<file path="src/hw/fp_inexact_pkg.sv">
// Constants for the floating-point inexact exception logic.
// Assumes a 32-bit AXI4-Lite register bus and a rounding datapath on the same clock.

package fp_inexact_pkg;

  // ----------------------------------------------------------------
  // Register map
  // ----------------------------------------------------------------
  localparam logic [7:0]  STATUS_OFFSET = 8'h00;
  localparam logic [31:0] STATUS_RESET  = 32'h0000_0000;

  // Field positions in fp_status_control_reg
  localparam int RMODE_LSB   = 0;
  localparam int INX_EN_BIT  = 3;
  localparam int OE_BIT      = 4;
  localparam int UFL_EN_BIT  = 5;
  localparam int STICKY_BIT  = 8;
  localparam int SUMMARY_BIT = 9;
  localparam int CLASS_LSB   = 12;

  localparam logic [1:0] RESP_OKAY   = 2'h0;
  localparam logic [1:0] RESP_SLVERR = 2'h2;

  // ----------------------------------------------------------------
  // Rounding modes
  // ----------------------------------------------------------------
  localparam logic [1:0] RMODE_NEAREST = 2'h0;
  localparam logic [1:0] RMODE_ZERO    = 2'h1;
  localparam logic [1:0] RMODE_POS_INF = 2'h2;
  localparam logic [1:0] RMODE_NEG_INF = 2'h3;

  // ----------------------------------------------------------------
  // Exponent limits and trap adjustments (unbiased, 13-bit signed)
  // ----------------------------------------------------------------
  localparam logic signed [12:0] DBL_ADJUST = 13'sh0600;  // 1536
  localparam logic signed [12:0] SGL_ADJUST = 13'sh00c0;  // 192
  localparam logic signed [12:0] DBL_EMAX   = 13'sh03ff;  // 1023
  localparam logic signed [12:0] DBL_EMIN   = -13'sh03fe; // -1022
  localparam logic signed [12:0] SGL_EMAX   = 13'sh007f;  // 127
  localparam logic signed [12:0] SGL_EMIN   = -13'sh007e; // -126
  localparam logic [12:0]        DBL_BIAS   = 13'h03ff;
  localparam logic [10:0]        EXP_ALL1   = 11'h7ff;
  localparam logic [51:0]        DBL_FMAX   = 52'hf_ffff_ffff_ffff;
  localparam logic [51:0]        SGL_FMAX   = 52'hf_ffff_e000_0000;

  // ----------------------------------------------------------------
  // Delivered result kinds and result class codes
  // ----------------------------------------------------------------
  localparam logic [1:0] KIND_NORMAL = 2'h0;
  localparam logic [1:0] KIND_INF    = 2'h1;
  localparam logic [1:0] KIND_ZERO   = 2'h2;
  localparam logic [1:0] KIND_DENORM = 2'h3;

  localparam logic [4:0] CLS_POS_NORMAL = 5'h04;
  localparam logic [4:0] CLS_NEG_NORMAL = 5'h08;
  localparam logic [4:0] CLS_POS_INF    = 5'h05;
  localparam logic [4:0] CLS_NEG_INF    = 5'h09;
  localparam logic [4:0] CLS_POS_ZERO   = 5'h02;
  localparam logic [4:0] CLS_NEG_ZERO   = 5'h12;
  localparam logic [4:0] CLS_POS_DENORM = 5'h14;
  localparam logic [4:0] CLS_NEG_DENORM = 5'h18;

endpackage

</file>
<file path="src/hw/fp_inexact_exception_logic.sv">
// Inexact detection, status update and result write-back after rounding.
// Assumes the rounding datapath presents one rounded operation per op_valid cycle
// and software reaches the status and control register over AXI4-Lite.
//
// The implementer's own choices: the address map and the AXI4-Lite interface to the registers.
`timescale 1ns/100ps
`default_nettype none

module fp_inexact_exception_logic #(
  parameter int ADDR_W = 8,
  parameter int REG_W  = 64
) (
  // Clock and reset
  input  wire logic               aclk,
  input  wire logic               aresetn,
  // AXI4-Lite write address
  input  wire logic [ADDR_W-1:0]  s_axi_awaddr,
  input  wire logic [2:0]         s_axi_awprot,
  input  wire logic               s_axi_awvalid,
  output logic                    s_axi_awready,
  // AXI4-Lite write data
  input  wire logic [31:0]        s_axi_wdata,
  input  wire logic [3:0]         s_axi_wstrb,
  input  wire logic               s_axi_wvalid,
  output logic                    s_axi_wready,
  // AXI4-Lite write response
  output logic [1:0]              s_axi_bresp,
  output logic                    s_axi_bvalid,
  input  wire logic               s_axi_bready,
  // AXI4-Lite read address
  input  wire logic [ADDR_W-1:0]  s_axi_araddr,
  input  wire logic [2:0]         s_axi_arprot,
  input  wire logic               s_axi_arvalid,
  output logic                    s_axi_arready,
  // AXI4-Lite read data
  output logic [31:0]             s_axi_rdata,
  output logic [1:0]              s_axi_rresp,
  output logic                    s_axi_rvalid,
  input  wire logic               s_axi_rready,
  // Rounded operation from the rounding datapath
  input  wire logic               op_valid,
  input  wire logic               op_double,
  input  wire logic               op_sign,
  input  wire logic               op_zero,
  input  wire logic signed [12:0] op_exponent,
  input  wire logic [51:0]        op_fraction,
  input  wire logic               op_bits_lost,
  input  wire logic [4:0]         op_target,
  // Target floating-point register write
  output logic                    fp_register_we,
  output logic [4:0]              fp_register_index,
  output logic [REG_W-1:0]        fp_register_data,
  // Program exception request
  output logic                    program_exception_req
);

  // ----------------------------------------------------------------
  // State
  // ----------------------------------------------------------------
  typedef struct packed {
    logic              aw_held;
    logic [ADDR_W-1:0] aw_addr;
    logic              w_held;
    logic [31:0]       w_data;
    logic [3:0]        w_strb;
    logic              bvalid;
    logic [1:0]        bresp;
    logic              rvalid;
    logic [1:0]        rresp;
    logic [31:0]       rdata;
    logic [1:0]        rounding_mode_field;
    logic              inexact_enable;
    logic              overflow_enable;
    logic              underflow_enable;
    logic              inexact_sticky_flag;
    logic              enabled_exception_summary;
    logic [4:0]        result_class_field;
    logic              wb_we;
    logic [4:0]        wb_index;
    logic [REG_W-1:0]  wb_data;
    logic              exc_req;
  } state_s;

  state_s state;
  state_s next_state;

  // ----------------------------------------------------------------
  // Result selection
  // ----------------------------------------------------------------
  logic signed [12:0] emax;
  logic signed [12:0] emin;
  logic signed [12:0] adjust;
  logic               overflow;
  logic               tiny;
  logic               inexact;
  logic               use_max;
  logic [1:0]         kind;
  logic signed [12:0] del_exp;
  logic [51:0]        del_frac;
  logic [63:0]        packed_image;
  logic [4:0]         packed_class;

  assign emax     = op_double ? fp_inexact_pkg::DBL_EMAX : fp_inexact_pkg::SGL_EMAX;
  assign emin     = op_double ? fp_inexact_pkg::DBL_EMIN : fp_inexact_pkg::SGL_EMIN;
  assign adjust   = op_double ? fp_inexact_pkg::DBL_ADJUST : fp_inexact_pkg::SGL_ADJUST;
  assign overflow = !op_zero && (op_exponent > emax);
  assign tiny     = !op_zero && (op_exponent < emin);

  // Largest finite magnitude when rounding toward zero or away from the sign's infinity
  assign use_max = (state.rounding_mode_field == fp_inexact_pkg::RMODE_ZERO)
                || (state.rounding_mode_field == fp_inexact_pkg::RMODE_POS_INF && op_sign)
                || (state.rounding_mode_field == fp_inexact_pkg::RMODE_NEG_INF && !op_sign);

  always_comb begin
    kind     = op_zero ? fp_inexact_pkg::KIND_ZERO : fp_inexact_pkg::KIND_NORMAL;
    del_exp  = op_exponent;
    del_frac = op_fraction;
    inexact  = op_bits_lost;
    if (overflow && state.overflow_enable) begin
      del_exp = op_exponent - adjust;
      inexact = op_bits_lost;
    end else if (overflow) begin
      inexact = 1'b1;
      if (use_max) begin
        kind     = fp_inexact_pkg::KIND_NORMAL;
        del_exp  = emax;
        del_frac = op_double ? fp_inexact_pkg::DBL_FMAX : fp_inexact_pkg::SGL_FMAX;
      end else begin
        kind = fp_inexact_pkg::KIND_INF;
      end
    end else if (tiny && state.underflow_enable) begin
      del_exp = op_exponent + adjust;
      inexact = op_bits_lost;
    end else if (tiny) begin
      kind = (op_fraction == 52'h0) ? fp_inexact_pkg::KIND_ZERO : fp_inexact_pkg::KIND_DENORM;
    end
  end

  fp_result_packer u_packer (
    .sign       (op_sign),
    .single     (!op_double),
    .kind       (kind),
    .exponent   (del_exp),
    .fraction   (del_frac),
    .image      (packed_image),
    .class_code (packed_class)
  );

  // ----------------------------------------------------------------
  // Next state
  // ----------------------------------------------------------------
  logic        wr_fire;
  logic        wr_hit;
  logic        rd_hit;
  logic [31:0] reg_image;

  assign wr_fire = state.aw_held && state.w_held && !state.bvalid;
  assign wr_hit  = state.aw_addr == fp_inexact_pkg::STATUS_OFFSET;
  assign rd_hit  = s_axi_araddr == fp_inexact_pkg::STATUS_OFFSET;

  always_comb begin
    reg_image = fp_inexact_pkg::STATUS_RESET;
    reg_image[fp_inexact_pkg::RMODE_LSB +: 2] = state.rounding_mode_field;
    reg_image[fp_inexact_pkg::INX_EN_BIT]     = state.inexact_enable;
    reg_image[fp_inexact_pkg::OE_BIT]         = state.overflow_enable;
    reg_image[fp_inexact_pkg::UFL_EN_BIT]     = state.underflow_enable;
    reg_image[fp_inexact_pkg::STICKY_BIT]     = state.inexact_sticky_flag;
    reg_image[fp_inexact_pkg::SUMMARY_BIT]    = state.enabled_exception_summary;
    reg_image[fp_inexact_pkg::CLASS_LSB +: 5] = state.result_class_field;
  end

  always_comb begin
    next_state = state;
    // Write channels are taken in either order, then answered together
    if (s_axi_awvalid && s_axi_awready) begin
      next_state.aw_held = 1'b1;
      next_state.aw_addr = s_axi_awaddr;
    end
    if (s_axi_wvalid && s_axi_wready) begin
      next_state.w_held = 1'b1;
      next_state.w_data = s_axi_wdata;
      next_state.w_strb = s_axi_wstrb;
    end
    if (state.bvalid && s_axi_bready) begin
      next_state.bvalid = 1'b0;
    end
    if (wr_fire) begin
      next_state.aw_held = 1'b0;
      next_state.w_held  = 1'b0;
      next_state.bvalid  = 1'b1;
      next_state.bresp   = wr_hit ? fp_inexact_pkg::RESP_OKAY : fp_inexact_pkg::RESP_SLVERR;
      if (wr_hit && state.w_strb[0]) begin
        next_state.rounding_mode_field = state.w_data[fp_inexact_pkg::RMODE_LSB +: 2];
        next_state.inexact_enable      = state.w_data[fp_inexact_pkg::INX_EN_BIT];
        next_state.overflow_enable     = state.w_data[fp_inexact_pkg::OE_BIT];
        next_state.underflow_enable    = state.w_data[fp_inexact_pkg::UFL_EN_BIT];
      end
      if (wr_hit && state.w_strb[1]) begin
        next_state.inexact_sticky_flag       = state.w_data[fp_inexact_pkg::STICKY_BIT];
        next_state.enabled_exception_summary = state.w_data[fp_inexact_pkg::SUMMARY_BIT];
      end
    end
    // Reads
    if (state.rvalid && s_axi_rready) begin
      next_state.rvalid = 1'b0;
    end
    if (s_axi_arvalid && s_axi_arready) begin
      next_state.rvalid = 1'b1;
      next_state.rdata  = rd_hit ? reg_image : 32'h0;
      next_state.rresp  = rd_hit ? fp_inexact_pkg::RESP_OKAY : fp_inexact_pkg::RESP_SLVERR;
    end
    // Operation completion; hardware sets win over a same-cycle software clear
    next_state.wb_we   = op_valid;
    next_state.exc_req = 1'b0;
    if (op_valid) begin
      next_state.wb_index           = op_target;
      next_state.wb_data            = REG_W'(packed_image);
      next_state.result_class_field = packed_class;
      if (inexact) begin
        next_state.inexact_sticky_flag = 1'b1;
        if (state.inexact_enable) begin
          next_state.enabled_exception_summary = 1'b1;
          next_state.exc_req                   = 1'b1;
        end
      end
    end
  end

  always_ff @(posedge aclk) begin
    if (!aresetn) begin
      state <= '0;
    end else begin
      state <= next_state;
    end
  end

  // ----------------------------------------------------------------
  // Outputs
  // ----------------------------------------------------------------
  assign s_axi_awready         = !state.aw_held && !state.bvalid;
  assign s_axi_wready          = !state.w_held && !state.bvalid;
  assign s_axi_bvalid          = state.bvalid;
  assign s_axi_bresp           = state.bresp;
  assign s_axi_arready         = !state.rvalid;
  assign s_axi_rvalid          = state.rvalid;
  assign s_axi_rdata           = state.rdata;
  assign s_axi_rresp           = state.rresp;
  assign fp_register_we        = state.wb_we;
  assign fp_register_index     = state.wb_index;
  assign fp_register_data      = state.wb_data;
  assign program_exception_req = state.exc_req;

endmodule

`default_nettype wire

</file>
<file path="src/hw/fp_result_packer.sv">
// Packs a delivered floating-point result into the 64-bit register image and its class code.
// Assumes an unbiased exponent already inside the double range for normal results.
`timescale 1ns/100ps
`default_nettype none

module fp_result_packer (
  // Delivered value
  input  wire logic               sign,
  input  wire logic               single,
  input  wire logic [1:0]         kind,
  input  wire logic signed [12:0] exponent,
  input  wire logic [51:0]        fraction,
  // Packed image
  output logic [63:0]             image,
  output logic [4:0]              class_code
);

  logic [12:0] biased;

  assign biased = exponent + fp_inexact_pkg::DBL_BIAS;

  always_comb begin
    image      = {sign, biased[10:0], fraction};
    class_code = sign ? fp_inexact_pkg::CLS_NEG_NORMAL : fp_inexact_pkg::CLS_POS_NORMAL;
    case (kind)
      fp_inexact_pkg::KIND_INF: begin
        image      = {sign, fp_inexact_pkg::EXP_ALL1, 52'h0};
        class_code = sign ? fp_inexact_pkg::CLS_NEG_INF : fp_inexact_pkg::CLS_POS_INF;
      end
      fp_inexact_pkg::KIND_ZERO: begin
        image      = {sign, 63'h0};
        class_code = sign ? fp_inexact_pkg::CLS_NEG_ZERO : fp_inexact_pkg::CLS_POS_ZERO;
      end
      fp_inexact_pkg::KIND_DENORM: begin
        // Single denormals are ordinary normals in the double image
        if (!single) begin
          image = {sign, 11'h0, fraction};
        end
        class_code = sign ? fp_inexact_pkg::CLS_NEG_DENORM : fp_inexact_pkg::CLS_POS_DENORM;
      end
      default: begin
        image      = {sign, biased[10:0], fraction};
        class_code = sign ? fp_inexact_pkg::CLS_NEG_NORMAL : fp_inexact_pkg::CLS_POS_NORMAL;
      end
    endcase
  end

endmodule

`default_nettype wire

</file>
<file path="config.mk">
export PLATFORM = sky130hd
export DESIGN_NAME = fp_inexact_exception_logic
export DESIGN_NICKNAME = d
export VERILOG_FILES = /design/src/hw/fp_inexact_pkg.sv /design/src/hw/fp_inexact_exception_logic.sv /design/src/hw/fp_result_packer.sv
export SDC_FILE = /design/constraint.sdc
export NUM_CORES = 1
export LEC_CHECK = 0
export BUFFER_PORTS_ARGS = -buffer_cell sky130_fd_sc_hd__buf_4
export CAP_MARGIN = 40
export CORE_UTILIZATION = 40
export DETAILED_ROUTE_END_ITERATION = 10
export PLACE_DENSITY = 0.69
export SETUP_SLACK_MARGIN = 0.3
export SYNTH_ARGS = -nofsm -noshare
export SYNTH_HDL_FRONTEND = slang
export SYNTH_SLANG_ARGS = --single-unit
</file>
<file path="constraint.sdc">
create_clock -name aclk -period 4.8 [get_ports aclk]
set_input_delay 0.96 -clock aclk [delete_from_list [all_inputs] [get_ports aclk]]
set_output_delay 0.96 -clock aclk [all_outputs]
set_load 0.01 [all_outputs]
</file>
# Word level (Yosys, flattened, before mapping)

Cells that the tools add are included.

Flip-flop bits (word level): 143
Input bits: 140
Output and inout port bits: 112
Word-level logic and storage cells: 106

Add/sub/neg operators: 3
Magnitude comparators: 2
Equal/unequal tests: 6
Multiplexer cells: 40
Bitwise operators: 1
Reductions and logical operators: 33

Operators by type and width:

| operator                                                         | number |
|---|---|
| 63-bit case mux with 3 select lines                              | 1 |
| 52-bit 2-to-1 mux                                                | 3 |
| 63-bit 2-to-1 mux                                                | 1 |
| 11-bit 2-to-1 mux                                                | 5 |
| 52-bit logical NOT                                               | 1 |
| 35-bit 2-to-1 mux                                                | 1 |
| 29-bit 2-to-1 mux                                                | 1 |
| 10-bit 2-to-1 mux                                                | 2 |
| 2-bit 2-to-1 mux                                                 | 10 |
| 1-bit logical AND                                                | 17 |
| 17-bit 2-to-1 mux                                                | 1 |
| 8-bit logical NOT                                                | 2 |
| 5-bit case mux with 3 select lines                               | 1 |
| 13-bit by 11-bit > comparator with 1-bit output                  | 1 |
| 13-bit by 11-bit less-than comparator with 1-bit output          | 1 |
| 4-bit 2-to-1 mux                                                 | 3 |
| 11-bit by 10-bit adder with 11-bit output, second input constant | 1 |
| 11-bit adder                                                     | 1 |
| 11-bit subtractor                                                | 1 |
| 2-bit equality test, second input constant                       | 4 |
| 1-bit 2-to-1 mux                                                 | 8 |
| 7-bit 2-to-1 mux                                                 | 1 |
| 1-bit logical NOT                                                | 6 |
| 5-bit 2-to-1 mux                                                 | 1 |
| other kinds (8)                                                  | 11 |

# Logic depth before layout (Yosys ltp)

Depth after elaboration: 10
Mapped depth: 14
Depth with buffers taken out: 12

# Hierarchy

From an unflattened synthesis, not the netlist that was laid out.

Cell total of the unflattened synthesis: 817
Area total of the unflattened synthesis: 7,208.2 um^2

Modules (own cells, without submodules):

| module                     | times used | cells an instance | area each (um^2) | seq. area each (um^2) |
|---|---|---|---|---|
| fp_inexact_exception_logic | 1          | 708               | 6,528.8          | 2,362.3 |
| fp_result_packer           | 1          | 109               | 679.4            | 0.0 |

# Worst setup path before layout

OpenSTA, ideal clock, no wires.

Kind: input port to flip-flop
From: in op_double
To: reg state (netlist bit fp_register_data[62])
Setup time: 0.136 ns
Data arrival time: 3.605 ns
Required time: 4.664 ns
Path slack: 1.059 ns
Stages on the path: 14
Path buffers: 2
Cells stage by stage: inv_1 -> ha_1 -> buf_4 -> nand4_1 -> nor4_2 -> nor4_1 -> clkbuf_1 -> nor2_1 -> ha_1 -> nor4b_1 -> inv_2 -> nor4_1 -> mux2i_1 -> o21ai_0

Longest elaborated chain between the ends: 10
Elaborated cells on any way between the ends: 25
Those cells by class: 3 x add/sub; 2 x order compare; 3 x eq/ne; 13 x mux; 4 x reduce/logical

RTL lines:

| element                                                 | line                              | source |
|---|---|---|
| start, declared                                         | fp_inexact_exception_logic.sv:42  | `input wire logic op_double,` |
| 10-bit 2-to-1 mux                                       | fp_inexact_exception_logic.sv:104 | `assign emin = op_double ? fp_inexact_pkg::DBL_EMIN : fp_inexact_pkg::SGL_EMIN;` |
| 13-bit by 11-bit less-than comparator with 1-bit output | fp_inexact_exception_logic.sv:107 | `assign tiny = !op_zero && (op_exponent < emin);` |
| 1-bit logical AND                                       | fp_inexact_exception_logic.sv:107 |  |
| 1-bit logical AND                                       | fp_inexact_exception_logic.sv:131 | `end else if (tiny && state.underflow_enable) begin` |
| 11-bit 2-to-1 mux                                       | fp_inexact_exception_logic.sv:131 |  |
| 11-bit 2-to-1 mux                                       | fp_inexact_exception_logic.sv:122 | `end else if (overflow) begin` |
| 11-bit 2-to-1 mux                                       | fp_inexact_exception_logic.sv:119 | `if (overflow && state.overflow_enable) begin` |
| 11-bit by 10-bit adder with 11-bit output               | fp_result_packer.sv:20            | `assign biased = exponent + fp_inexact_pkg::DBL_BIAS;` |
| 63-bit 2-to-1 mux                                       | fp_result_packer.sv:36            | `if (!single) begin` |
| 63-bit case mux with 3 select lines *                   | fp_result_packer.sv:25            | `case (kind)` |
| end signal, assigned                                    | fp_inexact_exception_logic.sv:233 | `state <= next_state;` |
| end, declared                                           | fp_inexact_exception_logic.sv:84  | `state_s state;` |

Every way passes the cells marked *; elsewhere a longest branch is shown, timed or not.
A chain may end at the register's enable or synchronous reset.

# Final worst setup path

Same ends and word-level chain as after synthesis.

==> flow_metrics.py <==
metrics = {
    "pwr": {
        "seqPwrFrac_pct": 39.6,
        "p_sw_uw": 720.1,
        "p_comb_share_pct": 13.9,
        "p_int_mw": 1.930,
        "p_leak_nw": 3.419,
        "irDropWorstVdd_v": 0.0002685,
        "clockPowerShare_pct": 46.5,
        "p_sw_share_pct": 27.18,
        "power_density_mw_per_mm2": 333.1,
    },
    "placement": {
        "io_buffers": 196,
        "gp_congestion": 0.8784,
        "dp_hpwl_mm": 11.92,
    },
    "global_routing": {
        "overflow": 0,
        "grt_max_degree": 96,
        "grt_antenna_before_repair": 0,
        "grt_pass1_vias": 5188,
        "grt_util_all_layers_pct": 20.24,
        "grt_pass1_wl_mm": 26.15,
    },
    "route": {
        "ant_nets": 0,
        "wl_per_cell_um": 15.32,
        "wl_mm": 16.56,
        "drt_first_pass_iters": 4,
        "drtIter0Drc": 277,
        "routed-via-count": 5462,
        "via_per_inst": 5.053,
        "drcViolationCount": 0,
    },
    "run_status": {
        "status": "finished clean",
    },
    "clocking": {
        "numCtsBuffers": 17,
        "htreeDepth": 4,
        "postCtsSetupBuffers": 0,
        "path_clk_slew_ns": 0.06,
        "cts_resized": 0,
        "root_buffer": "clkbuf_16",
        "clock_path_buffers": 2,
        "clk-insertion-delay-late_ns": 0.41,
        "cts_tree": "yes",
        "hold_buffers": 0,
        "clock-sinks": 118,
    },
    "synth": {
        "yosysSeqAreaShare_pct": 36.60,
        "synth_area_mm2": 0.006454,
        "postSynthAreaPerCell_um2": 8.537,
        "synth-seq-cells": 118,
        "synth_area_leaders": "dfxtp_1 37%, buf_4 12%, nand2_1 4.8%",
        "yosysTopAreaCellShare_pct": 36.60,
        "synth.distinct_cells": 65,
        "yosysWarnings": 0,
        "synth_top_cell_by_area": "dfxtp_1",
        "syn_inst": 756,
        "ys.flop_type": "dfxtp_1",
        "ys_async_sr_fraction_pct": 0,
        "synth-edff-count": 0,
    },
    "sta": {
        "whs_ns": 0.4618,
        "worst_pin_slew_ns": 0.6408,
        "fin_crit_sh_pct": 77.04,
        "max_freq_mhz": 270.4,
        "fin_skew_ns": 0.007428,
        "finalSetupViolations": 0,
        "final.setup.tns_ns": 0,
        "drv_slew": 0,
        "relSlewSlack_pct": 57.28,
        "period_needed_ns": 3.698,
        "rsz0062_at_grt": "no",
        "hold_violations": 0,
    },
    "floorplanning": {
        "initial_core_util_pct": 40.77,
        "num_io_pins": 252,
        "rows": 46,
        "die_w_um": 129.0,
        "dieArea_mm2": 0.01665,
        "die_h_um": 129.0,
        "coreArea_mm2": 0.01583,
    },
    "run": {
        "cap_violations": 0,
    },
    "min_path": {
        "min_path_type": "register to register",
    },
    "finish": {
        "nNetsFinal": 1003,
        "drive_above_1_share_pct": 29.60,
        "diodes": 0,
        "syn_to_final_growth_pct": 23.26,
        "final_cell_mix": "204 x buf_4, 118 x dfxtp_1, 82 x nand2_1",
        "final_common_cell": "buf_4",
    },
    "setup_path": {
        "startpoint_type": "primary input",
        "cp-end-kind": "register",
        "worstPathMaxFanout": 9,
        "cp_data_arrival_time_ns": 3.97,
        "worstSetupPathType": "primary input to register",
        "crit_required_ns": 5.07,
    },
}
==> area by class of cell <==
class | count | area [µm²]
Multi-Input combinational cell | 499 | 3154
Sequential cell | 118 | 2362
Clock buffer | 17 | 425.4
Timing Repair Buffer | 205 | 1559
Fill cell | 1557 | 7873
Tap cell | 216 | 270.3
Clock inverter | 15 | 142.6
Inverter | 11 | 41.29
==> per-layer routing <==
layer	GRT usage [%]	part of all wire, %
met1	24.72	45
met2	33.04	46
met3	6.358	6.3
met4	8.304	2.4
met5	0	0
==> worst max-delay path, cell delays in order <==
cell      delay (ns)
buf_4           0.15
inv_1           0.20
ha_1            0.50
or3b_1          0.39
o32ai_1         0.23
nand4_1         0.37
o22ai_1         0.36
o211ai_1        0.17
nor4_1          0.33
mux2i_1         0.21
o21ai_0         0.09
==> cells by family after synthesis <==
logic type                 share of synthesized area [%]
muxes                                              2.501
xor gates and xnor gates                           1.629
other                                            0.05811
AOI/OAI and AO/OA                                  21.79
DFF                                                36.60
adders and majority gates                          2.365
buffers and inverters                              15.88
and+or+nand+nor                                    19.17
==> per-stage QoR <==
stage	setup slack (ns)	area (µm²)	std cells	total power [mW]	util, %
2_1_floorplan	1.059	6533	777	1.312	-
3_3_place_gp	0.6617	7360	1048	1.435	46.50
3_5_place_dp	0.6488	7387	1049	1.441	46.67
4_1_cts	1.082	7955	1081	2.679	50.26
5_1_grt	0.8292	7955	1081	2.764	50.26
6_report	1.102	7955	1081	2.650	50.26
==> power by group through the flow <==
stage	Combinational, mW	Clock (mW)	Sequential, mW
2_1_floorplan	0.248	0	1.06
3_3_place_gp	0.366	0	1.07
3_5_place_dp	0.371	0	1.07
4_1_cts	0.372	1.26	1.05
5_1_grt	0.409	1.30	1.05
6_report	0.369	1.23	1.05
==> Yosys cell counts, types with 2 or more instances <==
library cell	instances
a21boi_1	14
or4_1	2
nand3b_1	3
a21boi_0	32
nand3_1	8
nand2_1	82
o21ai_1	4
or2_1	2
nor2b_1	27
o21ai_0	37
o211a_1	6
or3_4	2
xor2_1	4
buf_2	2
o221a_2	2
and2_1	35
o211ai_1	3
xnor2_1	8
buf_4	106
dfxtp_1	118
buf_6	2
inv_1	10
a31oi_1	5
a22oi_1	13
a21oi_1	43
o221a_1	2
nor3_1	5
and3_1	3
nand4_1	7
clkbuf_1	37
mux2i_1	15
o2bb2ai_1	29
fa_1	2
nor2_1	25
nand2b_1	3
a2bb2oi_1	2
ha_1	9
nor4_1	20
==> final timing paths <==
path	start	to	slack [ns]	cells after the start
max	op_double	fp_register_data[62]	1.10	11
min	state[159]	state[159]	0.46	2
max reg2reg	reg_image[0]	fp_register_data[62]	2.19	10
min reg2reg	state[159]	state[159]	0.46	2
==> flip-flops by register name, indices dropped and copies added (netlist names) <==
signal,flops
s_axi_bresp,1
s_axi_rvalid,1
reg_image,12
fp_register_we,1
s_axi_rdata,12
state,19
s_axi_rresp,1
s_axi_bvalid,1
program_exception_req,1
fp_register_index,5
fp_register_data,64
Power figures use the tool's default switching activity.
